**src/common/tbc_pkg.sv**
```systemverilog
package tbc_pkg;

  // ---------------------------------------------------------------
  // register map
  // ---------------------------------------------------------------
  localparam logic [15:0] TBC_ADDR_LOW_TAP    = 16'hf00a;
  localparam logic [15:0] TBC_ADDR_HIGH_DIV   = 16'hf00b;
  localparam logic [15:0] TBC_ADDR_PB_DATA    = 16'hf258;
  localparam logic [15:0] TBC_ADDR_PB_DIR     = 16'hf259;
  localparam logic [15:0] TBC_ADDR_PB_CFG_LO  = 16'hf25a;
  localparam logic [15:0] TBC_ADDR_PB_CFG_HI  = 16'hf25b;
  localparam logic [15:0] TBC_ADDR_PB_FSEL_LO = 16'hf25c;
  localparam logic [15:0] TBC_ADDR_PB_FSEL_HI = 16'hf25d;

  // ---------------------------------------------------------------
  // reset values and fields
  // ---------------------------------------------------------------
  localparam logic [7:0] TBC_RST_LOW_TAP  = 8'h00;
  localparam logic [7:0] TBC_RST_HIGH_DIV = 8'h00;
  localparam logic [7:0] TBC_RST_PB_DATA  = 8'h00;
  localparam logic [7:0] TBC_RST_PB_DIR   = 8'h01;
  localparam logic [7:0] TBC_RST_PB_CFG   = 8'h00;
  localparam logic [7:0] TBC_RST_PB_FSEL  = 8'h00;
  localparam int TBC_DIV_MSB   = 3;
  localparam int TBC_PIN0      = 0;
  localparam int TBC_CHAIN_W   = 15;
  localparam int TBC_TAP_LSB   = 7;
  localparam int TBC_IRQ_128   = 0;
  localparam int TBC_IRQ_32    = 2;
  localparam int TBC_IRQ_16    = 3;
  localparam int TBC_IRQ_2     = 6;
  localparam int TBC_SYNC_W    = 3;

  // ---------------------------------------------------------------
  // bus carriers
  // ---------------------------------------------------------------
  typedef struct packed {
    logic [15:0] addr;
    logic [7:0]  wdata;
    logic        wr;
    logic        rd;
  } tbc_bus_req_t;

  typedef struct packed {
    logic [3:0] req;
  } tbc_irq_t;

endpackage : tbc_pkg

```
**src/hdl/tbc_time_base.sv**
```systemverilog
`timescale 1ns/1ps
// Function
// - slow chain divides slow clock into binary taps 32 kHz down to 1 Hz.
// - fast section produces divide-by-1 through divide-by-32 outputs.
// - four periodic interrupts from 128, 32, 16 and 2 Hz taps.
// - tap register reads eight taps, 1 Hz bit 7 down to 128 Hz bit 0.
// - any write to tap register clears the eight taps, data ignored.
// - falling edge coinciding with tap register write still requests interrupt.
// - after reset the slow chain counts from zero on slow clock falling edge.
// - each interrupt tap requests on its own falling edge.
// - every slow tap is available as a peripheral clock.
// - fast section is 4-bit counter dividing fast clock by 1 to 16.
// - divide field bits 3-0 select divisor sixteen minus field.
// - divider register resets to zero, giving one sixteenth.
// - selected divided clock feeds timers and the PWM function.
// - tap register reads all zeros after reset.
// - pin 0 outputs fast clock when select high is 1 and low is 0.
// - while pin 0 outputs fast clock its data bit has no effect.
module tbc_time_base
  import tbc_pkg::*;
#(
  parameter int DIV_W = 4
) (
  // clock and reset
  input  wire logic                         clock,
  input  wire logic                         arst_n,
  // slow clock from the pin, sampled here
  input  wire logic                         slow_system_clock,
  // register port
  input  wire tbc_pkg::tbc_bus_req_t        bus_req,
  output logic [7:0]                        bus_rdata,
  // taps and requests
  output logic [tbc_pkg::TBC_CHAIN_W-1:0]   slow_taps,
  output tbc_pkg::tbc_irq_t                 irq,
  // fast divided outputs
  output logic [5:0]                        fast_div_taps,
  output logic                              fast_divided_clock,
  output logic                              fast_div_tick,
  // port b pin 0
  output logic                              port_b_pin0_o,
  output logic                              port_b_pin0_oe_n
);
  import tbc_pkg::*;

  logic [TBC_SYNC_W-1:0]    sync_reg;
  logic                     slow_level_reg;
  logic                     slow_fall;
  logic [TBC_CHAIN_W-1:0]   chain_reg;
  logic [TBC_CHAIN_W-1:0]   chain_next;
  logic [7:0]               tap_view;
  logic [7:0]               tap_prev_reg;
  logic [7:0]               tap_fall;
  logic                     tap_wr;
  logic [7:0]               high_div_reg;
  logic [7:0]               pb_data_reg;
  logic [7:0]               pb_dir_reg;
  logic [7:0]               pb_cfg_lo_reg;
  logic [7:0]               pb_cfg_hi_reg;
  logic [7:0]               pb_fsel_lo_reg;
  logic [7:0]               pb_fsel_hi_reg;
  logic [4:0]               fast_cnt_reg;
  logic                     clk_out_sel;
  logic                     fast_clk_raw_reg;

  // ---------------------------------------------------------------
  // slow clock sampling
  // ---------------------------------------------------------------
  // the slow clock is far slower than the bus clock, so it is
  // treated as a sampled pin rather than a second clock domain
  always_ff @(posedge clock or negedge arst_n) begin
    if (!arst_n) begin
      sync_reg <= '0;
    end else begin
      sync_reg <= {sync_reg[TBC_SYNC_W-2:0], slow_system_clock};
    end
  end

  always_ff @(posedge clock or negedge arst_n) begin
    if (!arst_n) begin
      slow_level_reg <= 1'b0;
    end else if (sync_reg[1] == sync_reg[2]) begin
      slow_level_reg <= sync_reg[2];
    end
  end

  assign slow_fall = slow_level_reg && (sync_reg[1] == sync_reg[2])
                     && !sync_reg[2];

  // ---------------------------------------------------------------
  // slow chain
  // ---------------------------------------------------------------
  assign tap_wr = bus_req.wr && (bus_req.addr == TBC_ADDR_LOW_TAP);

  always_comb begin
    chain_next = chain_reg;
    if (slow_fall) begin
      chain_next = chain_reg + 1'b1;
    end
    if (tap_wr) begin
      // only the eight upper taps clear; the fast taps run on
      chain_next[TBC_CHAIN_W-1:TBC_TAP_LSB] = '0;
    end
  end

  always_ff @(posedge clock or negedge arst_n) begin
    if (!arst_n) begin
      chain_reg <= '0;
    end else begin
      chain_reg <= chain_next;
    end
  end

  // tap k of the chain toggles at 2^15 / 2^(k+1) Hz: bit 0 = 16 kHz
  // square wave, i.e. the 32 kHz tap is the sampled clock itself
  assign slow_taps = chain_reg;
  assign tap_view  = chain_reg[TBC_CHAIN_W-1:TBC_TAP_LSB];

  // ---------------------------------------------------------------
  // interrupt requests
  // ---------------------------------------------------------------
  always_ff @(posedge clock or negedge arst_n) begin
    if (!arst_n) begin
      tap_prev_reg <= '0;
    end else begin
      tap_prev_reg <= tap_view;
    end
  end

  // a write forcing a high tap to zero is a falling edge too,
  // so the request is not lost when write and edge coincide
  assign tap_fall = tap_prev_reg & ~tap_view;

  always_ff @(posedge clock or negedge arst_n) begin
    if (!arst_n) begin
      irq <= '0;
    end else begin
      irq.req[0] <= tap_fall[TBC_IRQ_128];
      irq.req[1] <= tap_fall[TBC_IRQ_32];
      irq.req[2] <= tap_fall[TBC_IRQ_16];
      irq.req[3] <= tap_fall[TBC_IRQ_2];
    end
  end

  // ---------------------------------------------------------------
  // registers
  // ---------------------------------------------------------------
  always_ff @(posedge clock or negedge arst_n) begin
    if (!arst_n) begin
      high_div_reg <= TBC_RST_HIGH_DIV;
    end else if (bus_req.wr && bus_req.addr == TBC_ADDR_HIGH_DIV) begin
      high_div_reg <= {4'h0, bus_req.wdata[TBC_DIV_MSB:0]};
    end
  end

  always_ff @(posedge clock or negedge arst_n) begin
    if (!arst_n) begin
      pb_data_reg    <= TBC_RST_PB_DATA;
      pb_dir_reg     <= TBC_RST_PB_DIR;
      pb_cfg_lo_reg  <= TBC_RST_PB_CFG;
      pb_cfg_hi_reg  <= TBC_RST_PB_CFG;
      pb_fsel_lo_reg <= TBC_RST_PB_FSEL;
      pb_fsel_hi_reg <= TBC_RST_PB_FSEL;
    end else if (bus_req.wr) begin
      unique case (bus_req.addr)
        TBC_ADDR_PB_DATA:    pb_data_reg    <= bus_req.wdata;
        TBC_ADDR_PB_DIR:     pb_dir_reg     <= bus_req.wdata;
        TBC_ADDR_PB_CFG_LO:  pb_cfg_lo_reg  <= bus_req.wdata;
        TBC_ADDR_PB_CFG_HI:  pb_cfg_hi_reg  <= bus_req.wdata;
        TBC_ADDR_PB_FSEL_LO: pb_fsel_lo_reg <= bus_req.wdata;
        TBC_ADDR_PB_FSEL_HI: pb_fsel_hi_reg <= bus_req.wdata;
        default: ;
      endcase
    end
  end

  // read data stands only in the cycle after the strobe
  always_ff @(posedge clock or negedge arst_n) begin
    if (!arst_n) begin
      bus_rdata <= TBC_RST_LOW_TAP;
    end else if (!bus_req.rd) begin
      bus_rdata <= '0;
    end else begin
      unique case (bus_req.addr)
        TBC_ADDR_LOW_TAP:    bus_rdata <= tap_view;
        TBC_ADDR_HIGH_DIV:   bus_rdata <= high_div_reg;
        TBC_ADDR_PB_DATA:    bus_rdata <= pb_data_reg;
        TBC_ADDR_PB_DIR:     bus_rdata <= pb_dir_reg;
        TBC_ADDR_PB_CFG_LO:  bus_rdata <= pb_cfg_lo_reg;
        TBC_ADDR_PB_CFG_HI:  bus_rdata <= pb_cfg_hi_reg;
        TBC_ADDR_PB_FSEL_LO: bus_rdata <= pb_fsel_lo_reg;
        TBC_ADDR_PB_FSEL_HI: bus_rdata <= pb_fsel_hi_reg;
        default:             bus_rdata <= '0;
      endcase
    end
  end

  // ---------------------------------------------------------------
  // fast section
  // ---------------------------------------------------------------
  tbc_fast_div #(
    .DIV_W (DIV_W)
  ) u_fast_div (
    .clock              (clock),
    .arst_n             (arst_n),
    .div_field          (high_div_reg[DIV_W-1:0]),
    .tick               (fast_div_tick),
    .fast_divided_clock (fast_divided_clock)
  );

  // fixed binary taps: bit 0 is the clock itself, bits 1..5 divide by
  // 2..32; bit 0 is a pass enable since a flop cannot toggle at clock
  always_ff @(posedge clock or negedge arst_n) begin
    if (!arst_n) begin
      fast_cnt_reg <= '0;
    end else begin
      fast_cnt_reg <= fast_cnt_reg + 1'b1;
    end
  end

  assign fast_div_taps = {fast_cnt_reg, 1'b1};

  // ---------------------------------------------------------------
  // port b pin 0 clock output
  // ---------------------------------------------------------------
  assign clk_out_sel = pb_fsel_hi_reg[TBC_PIN0]
                       && !pb_fsel_lo_reg[TBC_PIN0];

  always_ff @(posedge clock or negedge arst_n) begin
    if (!arst_n) begin
      fast_clk_raw_reg <= 1'b0;
    end else begin
      fast_clk_raw_reg <= ~fast_clk_raw_reg;
    end
  end

  always_ff @(posedge clock or negedge arst_n) begin
    if (!arst_n) begin
      port_b_pin0_o    <= 1'b0;
      port_b_pin0_oe_n <= 1'b1;
    end else begin
      // drive enable follows the dir bit alone; the cfg registers do not reach the pin
      port_b_pin0_oe_n <= pb_dir_reg[TBC_PIN0];
      port_b_pin0_o    <= clk_out_sel ? fast_clk_raw_reg
                                      : pb_data_reg[TBC_PIN0];
    end
  end

  // ---------------------------------------------------------------
  // checks
  // ---------------------------------------------------------------
  property p_wr_clears;
    @(posedge clock) disable iff (!arst_n)
      tap_wr |=> tap_view == 8'h00;
  endproperty
  a_wr_clears: assert property (p_wr_clears)
    else $error("tap write did not clear taps");

  property p_irq_128;
    @(posedge clock) disable iff (!arst_n)
      $fell(tap_view[TBC_IRQ_128]) |=> irq.req[0];
  endproperty
  a_irq_128: assert property (p_irq_128)
    else $error("128 Hz request missing");

  property p_irq_2_cause;
    @(posedge clock) disable iff (!arst_n)
      irq.req[3] |-> $past(tap_prev_reg[TBC_IRQ_2], 1)
                     && !$past(tap_view[TBC_IRQ_2], 1);
  endproperty
  a_irq_2_cause: assert property (p_irq_2_cause)
    else $error("2 Hz request without falling edge");

  property p_wr_edge;
    @(posedge clock) disable iff (!arst_n)
      (tap_wr && tap_view[TBC_IRQ_16]) |-> ##2 irq.req[2];
  endproperty
  a_wr_edge: assert property (p_wr_edge)
    else $error("request lost on tap write");

  property p_count;
    @(posedge clock) disable iff (!arst_n)
      (slow_fall && !tap_wr) |=> chain_reg == $past(chain_reg) + 1'b1;
  endproperty
  a_count: assert property (p_count)
    else $error("chain did not advance on slow falling edge");

  property p_hold;
    @(posedge clock) disable iff (!arst_n)
      (!slow_fall && !tap_wr) |=> $stable(chain_reg);
  endproperty
  a_hold: assert property (p_hold)
    else $error("chain moved without slow edge");

  property p_div_upper;
    @(posedge clock) disable iff (!arst_n)
      (bus_req.wr && bus_req.addr == TBC_ADDR_HIGH_DIV)
        |=> high_div_reg == {4'h0, $past(bus_req.wdata[TBC_DIV_MSB:0])};
  endproperty
  a_div_upper: assert property (p_div_upper)
    else $error("divider upper bits not zero");

  property p_pin_data;
    @(posedge clock) disable iff (!arst_n)
      clk_out_sel ##1 clk_out_sel |-> port_b_pin0_o == $past(fast_clk_raw_reg);
  endproperty
  a_pin_data: assert property (p_pin_data)
    else $error("pin follows data bit in clock mode");

  property p_tap_read;
    @(posedge clock) disable iff (!arst_n)
      (bus_req.rd && bus_req.addr == TBC_ADDR_LOW_TAP)
        |=> bus_rdata == $past(tap_view);
  endproperty
  a_tap_read: assert property (p_tap_read)
    else $error("tap readback wrong");

endmodule : tbc_time_base

```
**src/hdl/tbc_fast_div.sv**
```systemverilog
`timescale 1ns/1ps
module tbc_fast_div
  import tbc_pkg::*;
#(
  parameter int DIV_W = 4
) (
  // clock and reset
  input  wire logic             clock,
  input  wire logic             arst_n,
  // control
  input  wire logic [DIV_W-1:0] div_field,
  // outputs
  output logic                  tick,
  output logic                  fast_divided_clock
);

  logic [DIV_W-1:0] cnt_reg;
  logic [DIV_W-1:0] last;

  // ---------------------------------------------------------------
  // 1/n counter, n = 16 - field
  // ---------------------------------------------------------------
  // terminal count is the inverted field: 0000 -> 15 -> 1/16
  assign last = ~div_field;
  assign tick = (cnt_reg >= last);

  always_ff @(posedge clock or negedge arst_n) begin
    if (!arst_n) begin
      cnt_reg <= '0;
    end else if (tick) begin
      cnt_reg <= '0;
    end else begin
      cnt_reg <= cnt_reg + 1'b1;
    end
  end

  // high in the first cycle of each period; for n=1 it stays high,
  // so consumers use tick as the enable of the divided clock
  always_ff @(posedge clock or negedge arst_n) begin
    if (!arst_n) begin
      fast_divided_clock <= 1'b0;
    end else begin
      fast_divided_clock <= tick;
    end
  end

  property p_period;
    @(posedge clock) disable iff (!arst_n)
      (tick && $stable(div_field)) ##1 $stable(div_field)[*1]
        |-> cnt_reg == '0 || last == '0;
  endproperty
  a_period: assert property (p_period)
    else $error("divider did not restart after terminal count");

endmodule : tbc_fast_div

```
**config.mk**
```make
export PLATFORM = sky130hd
export DESIGN_NAME = tbc_time_base
export DESIGN_NICKNAME = d
export VERILOG_FILES = /design/src/common/tbc_pkg.sv /design/src/hdl/tbc_time_base.sv /design/src/hdl/tbc_fast_div.sv
export SDC_FILE = /design/constraint.sdc
export NUM_CORES = 1
export LEC_CHECK = 0
export BUFFER_PORTS_ARGS = -buffer_cell sky130_fd_sc_hd__buf_4
export CORE_ASPECT_RATIO = 0.7
export CORE_MARGIN = 3
export CORE_UTILIZATION = 30
export CTS_CLUSTER_DIAMETER = 120
export DETAILED_ROUTE_END_ITERATION = 8
export SETUP_SLACK_MARGIN = 0.02
export SKIP_LAST_GASP = 1
export SYNTH_ARGS = -nofsm -noshare
export SYNTH_HDL_FRONTEND = slang
export SYNTH_SLANG_ARGS = --single-unit
```
**constraint.sdc**
```tcl
create_clock -name clock -period 3.4 [get_ports clock]
set_input_delay 0.85 -clock clock [delete_from_list [all_inputs] [get_ports clock]]
set_output_delay 0.85 -clock clock [all_outputs]
set_load 0.05 [all_outputs]
```
* Yosys cells after proc, flatten, opt, wreduce, memory -nomap -nowiden
Cells that the tools add are included.
** Operators by class
- Reductions and logical operators :: 14
- Multiplexer cells :: 6
- Eq/ne operators :: 9
- Bitwise logic cells :: 4
- $add $sub $neg :: 3
- Magnitude comparators :: 1
** Operator list (number)
- $eq A16 B16 Y1 const B :: 8
- $pmux W8 S8 :: 1
- $mux W8 :: 2
- $add A15 B1 Y15 const B :: 1
- $mux W15 :: 1
- $reduce_and A2 Y1 :: 6
- $and A7 B7 Y7 :: 1
- $not A7 Y7 :: 1
- $add A5 B1 Y5 const B :: 1
- $logic_and A1 B1 Y1 :: 5
- $add A4 B1 Y4 const B :: 1
- $ge A4 B4 Y1 :: 1
- $mux W4 :: 1
- $not A4 Y4 :: 1
- $logic_not A1 Y1 :: 2
- $reduce_bool A2 Y1 :: 1
- $eq A1 B1 Y1 :: 1
- $mux W1 :: 1
- $not A1 Y1 :: 1
** Storage, ports and cells
- Input port bits :: 29
- Word-level logic and storage cells :: 57
- Flip-flop bits (word level) :: 103

* Longest topological paths before layout
Gate-level depths: netlist (run 1).
- Word-level depth :: 5
- Depth in mapped cells :: 7
- Mapped depth without buffers :: 7

* By module
A second synthesis (run 1) with hierarchy kept.
** Unflattened totals
- Cells, all modules :: 342
- Area, all modules :: 4550.6 sq um
** By module, submodules not included
- tbc_time_base :: cells an instance 316, area each 4249.1 sq um, instances 1
- tbc_fast_div :: cells an instance 26, area each 301.5 sq um, instances 1

* Worst setup path before layout (run 1)
Ideal clock, no wire load.
- Path kind :: input-to-reg
- Start :: input bus_req[15] in the netlist's numbering
- End :: register pb_data_reg[0]
- Setup slack :: 849 ps
- Stages :: 6
- Path buffers :: 1
- Arrival :: 2426 ps
- Path through :: or3b_4 -> nor4_4 -> nand2_2 -> or3_1 -> buf_6 -> mux2_4
** On the way
- Longest elaborated chain between the ends :: 2
** RTL lines
- start, declared :: line tbc_time_base.sv:30 : input wire tbc_pkg::tbc_bus_req_t bus_req,
- $eq A16 B16 Y1 :: line tbc_time_base.sv:164 : unique case (bus_req.addr)
- $reduce_and A2 Y1 (no source line)
- end signal, assigned :: line tbc_time_base.sv:165 : TBC_ADDR_PB_DATA: pb_data_reg <= bus_req.wdata;
- end, declared :: line tbc_time_base.sv:55 : logic [7:0] pb_data_reg;
Every way passes these cells.
A chain may end at the register's enable or synchronous reset.

* Final worst setup path (run 1)
- Start :: register u_fast_div.cnt_reg[0]
- End :: output fast_div_tick
** On the way
- Longest elaborated chain between the ends :: 1
** RTL lines
- start, declared :: line tbc_fast_div.sv:17 : logic [DIV_W-1:0] cnt_reg;
- start signal, assigned :: line tbc_fast_div.sv:33 : cnt_reg <= cnt_reg + 1'b1;
- $ge A4 B4 Y1 :: line tbc_fast_div.sv:25 : assign tick = (cnt_reg >= last);
- end, declared :: line tbc_time_base.sv:38 : output logic fast_div_tick,
Every way passes these cells.

==> impl_metrics.py, run 1 <==
metrics = {
    "power": {
        "ir_worst_vdd_mv": 0.2551,
        "power_density_nw_per_um2": 465.6,
        "p_total_mw": 2.552,
        "leakagePower_nw": 2.580,
    },
    "clocking": {
        "clockBufferDepth": 2,
        "clkLatencyLatePin_ns": 0.34,
        "clkTransAtPathRegs_ns": 0.06,
        "cts-resized-gates": 0,
        "cts-buffers-inserted": 9,
        "cts_hold_buf": 0,
        "cts_tree": "yes",
        "clock-sinks": 100,
        "root_buffer": "clkbuf_16",
        "htree_levels": 3,
        "postCtsSetupBuffers": 0,
    },
    "floorplan": {
        "initial_core_util_pct": 31.37,
        "dieArea_um2": 16460,
        "pin_count": 66,
        "die_x_um": 152.0,
        "fp.dieH_um": 108.2,
        "core_um2": 14280,
        "std_cell_rows": 36,
    },
    "detailed_routing": {
        "highest-signal-layer": "met4",
        "wl_met3_um": 438,
        "drt-wirelength-per-cell_um": 16.31,
        "ant_nets": 0,
        "drt_wl_total_mm": 9.767,
        "drt_iter0_drc": 110,
        "wl_met1_mm": 4.840,
        "vias_per_cell": 4.803,
        "wl_met2_mm": 4.266,
        "drc": 0,
        "num_vias": 2877,
        "drtPass1Iterations": 4,
    },
    "global_routing": {
        "grt_pass1_wl_mm": 15.91,
        "grt_pass1_vias": 2893,
        "grt_use_total_pct": 12.40,
        "grt_start_max_net_pins": 79,
        "antenna_found_initial": 0,
        "grt_overflow": 0,
    },
    "final_layout": {
        "largest_register_ffs": 15,
        "diodes": 0,
        "drive_gt1_share_pct": 38.63,
        "seq_area_um2": 2505,
        "nets": 441,
        "synthToLayoutAreaGrowth_pct": 22.35,
        "fill_cells": 1363,
        "multiInputGateArea_um2": 1883,
    },
    "setup_path": {
        "timing.rr.start": "slow_taps[0]$_DFFE_PN0P_",
        "critPathCaptureType": "output pin",
        "arrival_ns": 2.01,
        "crit_end": "fast_div_tick",
        "r2r_slack_ns": 1.47,
        "crit_path_start_kind": "flip-flop",
        "reg2reg_to": "slow_taps[14]$_DFFE_PN0P_",
        "cp_max_fo": 6,
        "rr_worst_depth": 6,
        "critPathLaunch": "u_fast_div.cnt_reg[0]$_DFF_PN0_",
        "required_ns": 2.55,
        "path_class": "flip-flop to output pin",
    },
    "synthesis": {
        "synthTopCellsByArea": "dfrtp_1, mux2_2, mux4_2",
        "postSynthAreaPerCell_um2": 13.45,
        "ys_warn_count": 0,
        "ys.flop_type": "dfrtp_1",
        "async_flop_share_pct": 100.0,
        "ys_seq_area_share_pct": 55.92,
        "synth_edf_count": 0,
        "yosysTopAreaCell": "dfrtp_1",
        "yosys.cell_count.top_type": "dfrtp_1",
        "syn_nets": 369,
        "synth_cells": 333,
        "ys_ff_latch": 100,
        "ys_types": 49,
        "netlist_area_um2": 4479,
        "synth_top_area_share_pct": 54.75,
        "ys_top_cells_by_count": "dfrtp_1, mux2_2, nor2_1",
    },
    "job": {
        "maxCapViolations": 0,
    },
    "sta": {
        "max_freq_mhz": 349.5,
        "max_slew_margin_pct": 34.01,
        "tightest_slew_ns": 0.9898,
        "slew_violations": 0,
        "period_needed_ns": 2.862,
        "timing.setup.tns_ns": 0,
        "min_period_over_period_pct": 84.16,
        "setup_viol": 0,
        "skew_ns": 0.006166,
        "finalHoldViolations": 0,
        "rsz0062_at_grt": "false",
    },
    "placement": {
        "dpl.hpwl_mm": 7.146,
        "numPortBuffers": 64,
        "gp_congestion": 0.8186,
    },
    "run_status": {
        "status": "completed",
    },
    "hold_path": {
        "min_path_type": "flip-flop to flip-flop",
    },
}
power by group:
group	leakage (nW)	switching, mW	internal [mW]
Combinational	1.14	0.185	0.0976
Sequential	1.29	0.0391	1.22
Clock	0.144	0.428	0.582
Total	2.58	0.652	1.90
worst max-delay path, stage by stage, from the launching register on:
cell and delay, ns:
dfrtp_1 0.39, inv_1 0.06, ha_1 0.27, nand2b_1 0.14, a21o_1 0.17, a21o_1 0.17
a21o_1 0.25, buf_4 0.22
placed cells by master, fill, tap and decap left out, types with 3 or more instances in the layout:
cell	netlist	layout
dfrtp_1	98	98
inv_1	12	12
nor2_1	22	22
a21boi_0	3	3
clkinv_2	0	3
nor2b_1	8	8
mux2_2	49	49
a21o_1	3	3
nand2b_1	3	3
mux2i_1	7	7
ha_1	7	7
o22ai_1	4	4
mux2_4	8	8
nand3_1	11	11
mux4_2	8	8
a21oi_1	4	4
a221oi_1	3	3
buf_4	1	69
nand2_1	10	10
xor2_1	13	13
clkbuf_16	0	9
xnor2_1	6	6
o21ai_0	5	5
nor4_1	4	4
nand4_1	6	6
final cells by class:
cell class	instances	share of cell area, %
sequential	100	45.71
multi-input combinational	213	34.36
timing repair buffer	69	9.452
clock buffer	10	4.361
tap	190	4.338
clock inverter	5	0.9589
inverter	12	0.8219
worst min-delay path by stage:
stage	startpoint	endpoint	slack, ns	depth (start not counted)
global route	sync_reg[0]$_DFF_PN0_	sync_reg[1]$_DFF_PN0_	0.36	0
detailed placement	sync_reg[0]$_DFF_PN0_	sync_reg[1]$_DFF_PN0_	0.34	0
floorplan	sync_reg[0]$_DFF_PN0_	sync_reg[1]$_DFF_PN0_	0.33	0
CTS	sync_reg[0]$_DFF_PN0_	sync_reg[1]$_DFF_PN0_	0.35	0
global placement	sync_reg[0]$_DFF_PN0_	sync_reg[1]$_DFF_PN0_	0.34	0
finish	sync_reg[0]$_DFF_PN0_	sync_reg[1]$_DFF_PN0_	0.35	0
kinds of logic (layout without fill, tap and decap cells):
kind of cell,count (synthesis),count (layout),synth area share (%)
and+or+nand+nor,90,90,12.15
AOI/OAI and AO/OA,23,23,3.324
buffers and inverters,20,96,2.039
muxes,72,72,20.59
other,1,1,0.08372
DFF,100,100,55.92
xor gates and xnor gates,19,19,3.715
adders and majority gates,8,8,2.179
layer usage:
layer / vias up / GRT usage (%)
met1: 1458 / 17.43
met4: 0 / 4.362
met2: 70 / 18.28
li1: 1332 / -
met3: 17 / 3.680
met5: - / 0
through the flow:
step                setup slack, ns  hold WS, ns  cells  util [%]  cell area, µm²
floorplan                    0.8494       0.3312    333         -            4479
global route                 0.3717       0.3558    599     38.38            5480
CTS                          0.4915       0.3509    599     38.38            5480
global placement             0.5322       0.3417    584     36.34            5189
finish                       0.5385       0.3475    599     38.38            5480
detailed placement           0.4930       0.3358    584     36.34            5189
Power figures use the tool's default switching activity.
==> inputs of run 2 (changes only) <==
==> constraint.sdc (replaced) <==
create_clock -name clock -period 2.7 [get_ports clock]
set_input_delay 0.675 -clock clock [delete_from_list [all_inputs] [get_ports clock]]
set_output_delay 0.675 -clock clock [all_outputs]
set_load 0.05 [all_outputs]
==> run 2 against run 1 <==
Net effect:
- clock power up 38%
- total power up 31%
- flip-flop and latch count unchanged
- critical path depth unchanged
- via count up 0.31%
- wire length up 0.97%
- largest power group unchanged
- register-to-register slack worse by 0.72 ns
- highest routed layer unchanged
- combinational power up 27%
- first-iteration DRC count down 23%
- final cell count up 2.3%
- utilization up 1.2 points
- largest cell class unchanged
- critical path type unchanged
==> impl_metrics.py, run 2 (synthesis results as in run 1) <==
metrics = {
    "final_layout": {
        "finalInstanceArea_um2": 5649,
        "drive_gt1_share_pct": 40.90,
        "largest_register_ffs": 15,
        "fin_cells": 613,
        "layout_commonest_cell": "dfrtp_1",
        "diodes": 0,
        "mostFrequentLayoutCells": "dfrtp_1, buf_4, mux2_2, nor2_1, xor2_1",
        "synthToLayoutAreaGrowth_pct": 26.12,
        "nets": 454,
    },
    "sta": {
        "whs_ns": 0.3423,
        "slew_violations": 0,
        "period_needed_ns": 2.566,
        "rsz0062_at_grt": "false",
        "min_period_over_period_pct": 95.02,
        "max_slew_margin_pct": 47.84,
        "max_freq_mhz": 389.8,
        "tightest_slew_ns": 0.7753,
        "skew_ns": 0.007922,
        "timing.setup.tns_ns": 0,
        "finalHoldViolations": 0,
        "setup_viol": 0,
    },
    "clocking": {
        "htree_levels": 3,
        "cts_tree": "yes",
        "clock-sinks": 100,
        "cts-buffers-inserted": 9,
        "root_buffer": "clkbuf_16",
        "clkLatencyLatePin_ns": 0.34,
        "clkTransAtPathRegs_ns": 0.07,
        "clockBufferDepth": 2,
    },
    "placement": {
        "dpl_cell_area_um2": 5304,
        "dpl.hpwl_mm": 7.283,
        "placedCellCount": 596,
        "gp_congestion": 0.8729,
        "numPortBuffers": 64,
    },
    "global_routing": {
        "grt_pass1_vias": 2956,
        "grt_use_total_pct": 12.31,
        "grt_pass1_wl_mm": 16.06,
        "grt_start_max_net_pins": 48,
        "antenna_found_initial": 0,
        "grt_overflow": 0,
    },
    "detailed_routing": {
        "num_vias": 2886,
        "drt_iter0_drc": 85,
        "drtPass1Iterations": 4,
        "ant_nets": 0,
        "vias_per_cell": 4.708,
        "drt_wl_total_mm": 9.862,
        "drc": 0,
        "drt-wirelength-per-cell_um": 16.09,
    },
    "setup_path": {
        "r2r_slack_ns": 0.75,
        "required_ns": 2.03,
        "path_class": "flip-flop to output pin",
        "cp_max_fo": 6,
        "crit_path_start_kind": "flip-flop",
        "arrival_ns": 1.89,
        "critPathCaptureType": "output pin",
    },
    "floorplan": {
        "fp.dieH_um": 108.2,
        "initial_core_util_pct": 31.37,
        "die_x_um": 152.0,
        "pin_count": 66,
        "dieArea_um2": 16460,
        "core_um2": 14280,
        "std_cell_rows": 36,
    },
    "run_status": {
        "status": "completed",
    },
    "hold_path": {
        "min_path_type": "primary input to asynchronous set/reset pin",
    },
    "power": {
        "ir_worst_vdd_mv": 0.3240,
        "power_density_nw_per_um2": 589.9,
        "leakagePower_nw": 2.668,
    },
    "job": {
        "maxCapViolations": 0,
    },
}
==> run 2: changes by cell type in the layout (fill, tap and decap cells not counted), sizes merged <==
cell	before	now
clkinvlp	1	0
buf	69	82
bufinv	1	2
clkinv	3	4
==> run 2: per-layer routing <==
metal  share of wire, %  vias to the layer above  GRT usage [%]
met5                  0                        -              0
met4               0.82                        0          2.951
met3                3.9                        7          3.520
met2                 45                       64          18.66
met1                 50                     1452          17.55
li1                   -                     1363              -
==> run 2: worst paths after layout <==
check,startpoint,end,cells after the start
hold / removal,arst_n,pb_cfg_hi_reg[2]$_DFFE_PN0P_,1
setup / recovery,u_fast_div.cnt_reg[0]$_DFF_PN0_,fast_div_tick,7
min in group clock,sync_reg[0]$_DFF_PN0_,sync_reg[1]$_DFF_PN0_,0
hold reg to reg,sync_reg[0]$_DFF_PN0_,sync_reg[1]$_DFF_PN0_,0
setup reg to reg,slow_taps[0]$_DFFE_PN0P_,slow_taps[8]$_DFFE_PN0P_,6
max in group asynchronous,arst_n,irq[1]$_DFF_PN0_,2
==> run 2: final cells by class <==
type                       count  area [µm²]
sequential                   100        2505
clock inverter                 6       87.58
inverter                      12       45.04
tap                          190       237.7
timing repair buffer          82       644.4
fill                        1364        8630
clock buffer                  10       239.0
multi-input combinational    213        1891
==> run 2: repair_timing <==
| action | in CTS | in global routing |
|---|---|---|
| gates resized for setup | 1 | 1 |
| hold buffers | 0 | 0 |
| buffers inserted | 0 | 1 |
| setup endpoints to repair | 1 | 1 |
==> run 2: per-stage QoR <==
step / setup WS [ns] / total power, mW / util, %
after CTS: 0.04115 / 3.382 / 39.46
final: 0.1345 / 3.333 / 39.56
after global placement: 0.1191 / 1.970 / 37.15
after detailed placement: 0.1121 / 1.978 / 37.15
after floorplan: 0.3244 / 1.811 / -
after global routing: 0.02154 / 3.473 / 39.56
==> run 2: critical path, stage by stage, from the launching register on <==
cell      delay [ns]
dfrtp_1         0.36
inv_1           0.06
ha_1            0.26
nand2b_1        0.14
a21o_1          0.17
a21o_1          0.18
a21o_4          0.24
buf_6           0.15
==> run 2: power breakdown <==
group          internal, mW  switching (mW)
clock                 0.837           0.554
sequential             1.54          0.0482
combinational         0.125           0.233
total                  2.50           0.835
==> inputs of run 3 (changes only) <==
--- a/config.mk
+++ b/config.mk
@@ -8,9 +8,11 @@
 export BUFFER_PORTS_ARGS = -buffer_cell sky130_fd_sc_hd__buf_4
 export CORE_ASPECT_RATIO = 0.7
 export CORE_MARGIN = 3
-export CORE_UTILIZATION = 30
+export CORE_UTILIZATION = 35
+export CTS_BUF_LIST = sky130_fd_sc_hd__clkbuf_4 sky130_fd_sc_hd__clkbuf_8 sky130_fd_sc_hd__clkbuf_16
 export CTS_CLUSTER_DIAMETER = 120
 export DETAILED_ROUTE_END_ITERATION = 8
+export REMOVE_ABC_BUFFERS = 1
 export SETUP_SLACK_MARGIN = 0.02
 export SKIP_LAST_GASP = 1
 export SYNTH_ARGS = -nofsm -noshare
==> run 3 against run 2 <==
Net effect:
- final cell count shrank 5.2%
- total power fell by 4.5%
- count of clock-buffer cells in the layout up 3
- die area is 14% lower
- cell area fell by 1.2%
- critical endpoint unchanged
- largest power group unchanged
- sequential share of layout area rose by 0.54 points
- clock skew fell by 0.0036 ns
==> impl_metrics.py, run 3 (synthesis results as in run 1) <==
metrics = {
    "setup_path": {
        "arrival_ns": 1.92,
        "path_class": "flip-flop to output pin",
        "slowest_delay_ns": 0.38,
        "critPathCaptureType": "output pin",
        "crit_top_cell": "a21o_1",
        "crit_chain": "inv_1 -> ha_1 -> nand2b_1 -> a21o_1 -> a21o_1 -> a21o_4 -> buf_8",
        "cp_max_fo": 4,
        "cpMaxStageDelayCell": "dfrtp_1",
        "required_ns": 2.03,
        "crit_path_start_kind": "flip-flop",
    },
    "floorplan": {
        "die_x_um": 141.2,
        "initial_core_util_pct": 37.03,
        "fp.dieH_um": 100.7,
        "std_cell_rows": 33,
        "dieArea_um2": 14210,
        "pin_count": 66,
        "core_um2": 12100,
    },
    "detailed_routing": {
        "drt-wirelength-per-cell_um": 17.08,
        "drt_wl_total_mm": 9.924,
        "vias_per_cell": 5.009,
        "drt_iter0_drc": 152,
        "drtPass1Iterations": 4,
        "ant_nets": 0,
        "num_vias": 2910,
        "drc": 0,
    },
    "sta": {
        "slew_violations": 0,
        "timing.setup.tns_ns": 0,
        "min_period_over_period_pct": 95.95,
        "max_slew_margin_pct": 48.68,
        "period_needed_ns": 2.591,
        "skew_ns": 0.004324,
        "tightest_slew_ns": 0.7627,
        "whs_ns": 0.3355,
        "finalHoldViolations": 0,
        "rsz0062_at_grt": "false",
        "max_freq_mhz": 386.0,
        "setup_viol": 0,
    },
    "clocking": {
        "clkLatencyLatePin_ns": 0.35,
        "clkTransAtPathRegs_ns": 0.07,
        "cts_tree": "yes",
        "clock-sinks": 100,
        "clockBufferDepth": 2,
        "root_buffer": "clkbuf_16",
        "cts-buffers-inserted": 9,
        "cts_hold_buf": 0,
        "htree_levels": 3,
    },
    "power": {
        "p_int_mw": 2.358,
        "power_switching_share_pct": 25.89,
        "seq_power_share_pct": 49.8,
        "power_density_nw_per_um2": 570.0,
        "ir_worst_vdd_mv": 0.6248,
        "leakagePower_nw": 2.657,
        "power_frac_comb_pct": 11.3,
        "switchingPower_mw": 0.8237,
        "power_frac_clock_pct": 38.9,
    },
    "hold_path": {
        "min_path_type": "primary input to asynchronous set/reset pin",
    },
    "placement": {
        "dpl.hpwl_mm": 7.232,
        "numPortBuffers": 64,
        "gp_congestion": 0.8834,
    },
    "final_layout": {
        "largest_register_ffs": 15,
        "nets": 455,
        "postLayoutCoreUtil_pct": 46.14,
        "mostFrequentLayoutCells": "dfrtp_1, buf_4, mux2_2, nor2_1, xor2_1",
        "diodes": 0,
        "fill_cells": 1118,
        "drive_gt1_share_pct": 41.27,
        "layout_commonest_cell": "dfrtp_1",
        "synthToLayoutAreaGrowth_pct": 24.61,
    },
    "run_status": {
        "status": "completed",
    },
    "global_routing": {
        "grt_overflow": 0,
        "grt_use_total_pct": 14.81,
        "grt_start_max_net_pins": 46,
        "grt_pass1_vias": 3010,
        "grt_pass1_wl_mm": 16.02,
        "antenna_found_initial": 0,
    },
    "job": {
        "maxCapViolations": 0,
    },
}
-- run 3: cell count changes in the layout (fill, tap and decap cells not counted) --
cell	change
clkinvlp_4	+1
buf_8	+1
inv_2	+1
clkbuf_8	+1
buf_4	+1
buf_6	-1
inv_1	-1
clkinv_4	-1
bufinv_16	-2
clkinv_2	-1
clkbuf_4	+2
-- run 3: metrics by stage --
| stage | setup WS [ns] | cell area (µm²) | std cells | power [mW] |
|---|---|---|---|---|
| 2_1_floorplan | 0.2387 | 4433 | 325 | 1.799 |
| 3_3_place_gp | 0.1395 | 5248 | 561 | 1.972 |
| 3_5_place_dp | 0.1179 | 5248 | 561 | 1.979 |
| 4_1_cts | 0.03037 | 5540 | 577 | 3.231 |
| 5_1_grt | 0.02994 | 5582 | 581 | 3.320 |
| 6_report | 0.1093 | 5582 | 581 | 3.181 |
-- run 3: layout make-up --
type / count / area, µm² / share of cell area (%)
Sequential cell: 100 / 2505 / 44.88
Multi-Input combinational cell: 213 / 1891 / 33.87
Timing Repair Buffer: 83 / 655.6 / 11.75
Clock buffer: 13 / 267.8 / 4.797
Tap cell: 157 / 196.4 / 3.519
Inverter: 12 / 45.04 / 0.8070
Clock inverter: 3 / 21.27 / 0.3811
-- run 3: worst paths after layout --
path / from / to / slack [ns] / depth (start not counted)
min reg2reg: sync_reg[0]$_DFF_PN0_ / sync_reg[1]$_DFF_PN0_ / 0.35 / 0
min in group clock: sync_reg[0]$_DFF_PN0_ / sync_reg[1]$_DFF_PN0_ / 0.35 / 0
max reg2reg: slow_taps[0]$_DFFE_PN0P_ / slow_taps[14]$_DFFE_PN0P_ / 0.80 / 6
min: arst_n / pb_cfg_lo_reg[1]$_DFFE_PN0P_ / 0.34 / 1
max in group asynchronous: arst_n / fast_cnt_reg[3]$_DFF_PN0_ / 1.67 / 2
max: u_fast_div.cnt_reg[0]$_DFF_PN0_ / fast_div_tick / 0.11 / 7
-- run 3: power groups by stage --
| stage | sequential [mW] | combinational [mW] | clock [mW] |
|---|---|---|---|
| 6_report | 1.58 | 0.360 | 1.24 |
| 5_1_grt | 1.59 | 0.387 | 1.34 |
| 4_1_cts | 1.59 | 0.366 | 1.28 |
| 3_5_place_dp | 1.61 | 0.365 | 0 |
| 3_3_place_gp | 1.61 | 0.362 | 0 |
| 2_1_floorplan | 1.72 | 0.0777 | 0 |
-- run 3: timing repair --
action / in CTS / in global routing
pin swaps: 1 / 2
gates resized for setup: 1 / 3
setup buffers: 0 / 4
endpoints found under the setup margin: 1 / 1
-- run 3: per-layer routing --
layer  vias up  global-route usage, %  routed length (µm)
met1      1463                  21.07                4909
met4         0                  6.031                 177
met3        17                  4.125                 492
met2        61                  21.41                4345
li1       1369                      -                   -
met5         -                      0                   0
-- run 3: critical path: cells and delay by family (launching register included) --
| family | cells | cell delay [ns] |
|---|---|---|
| and+or+nand+nor | 1 | 0.14 |
| AOI/OAI and AO/OA | 3 | 0.59 |
| buffers and inverters | 2 | 0.20 |
| adders and majority gates | 1 | 0.26 |
| DFF | 1 | 0.38 |
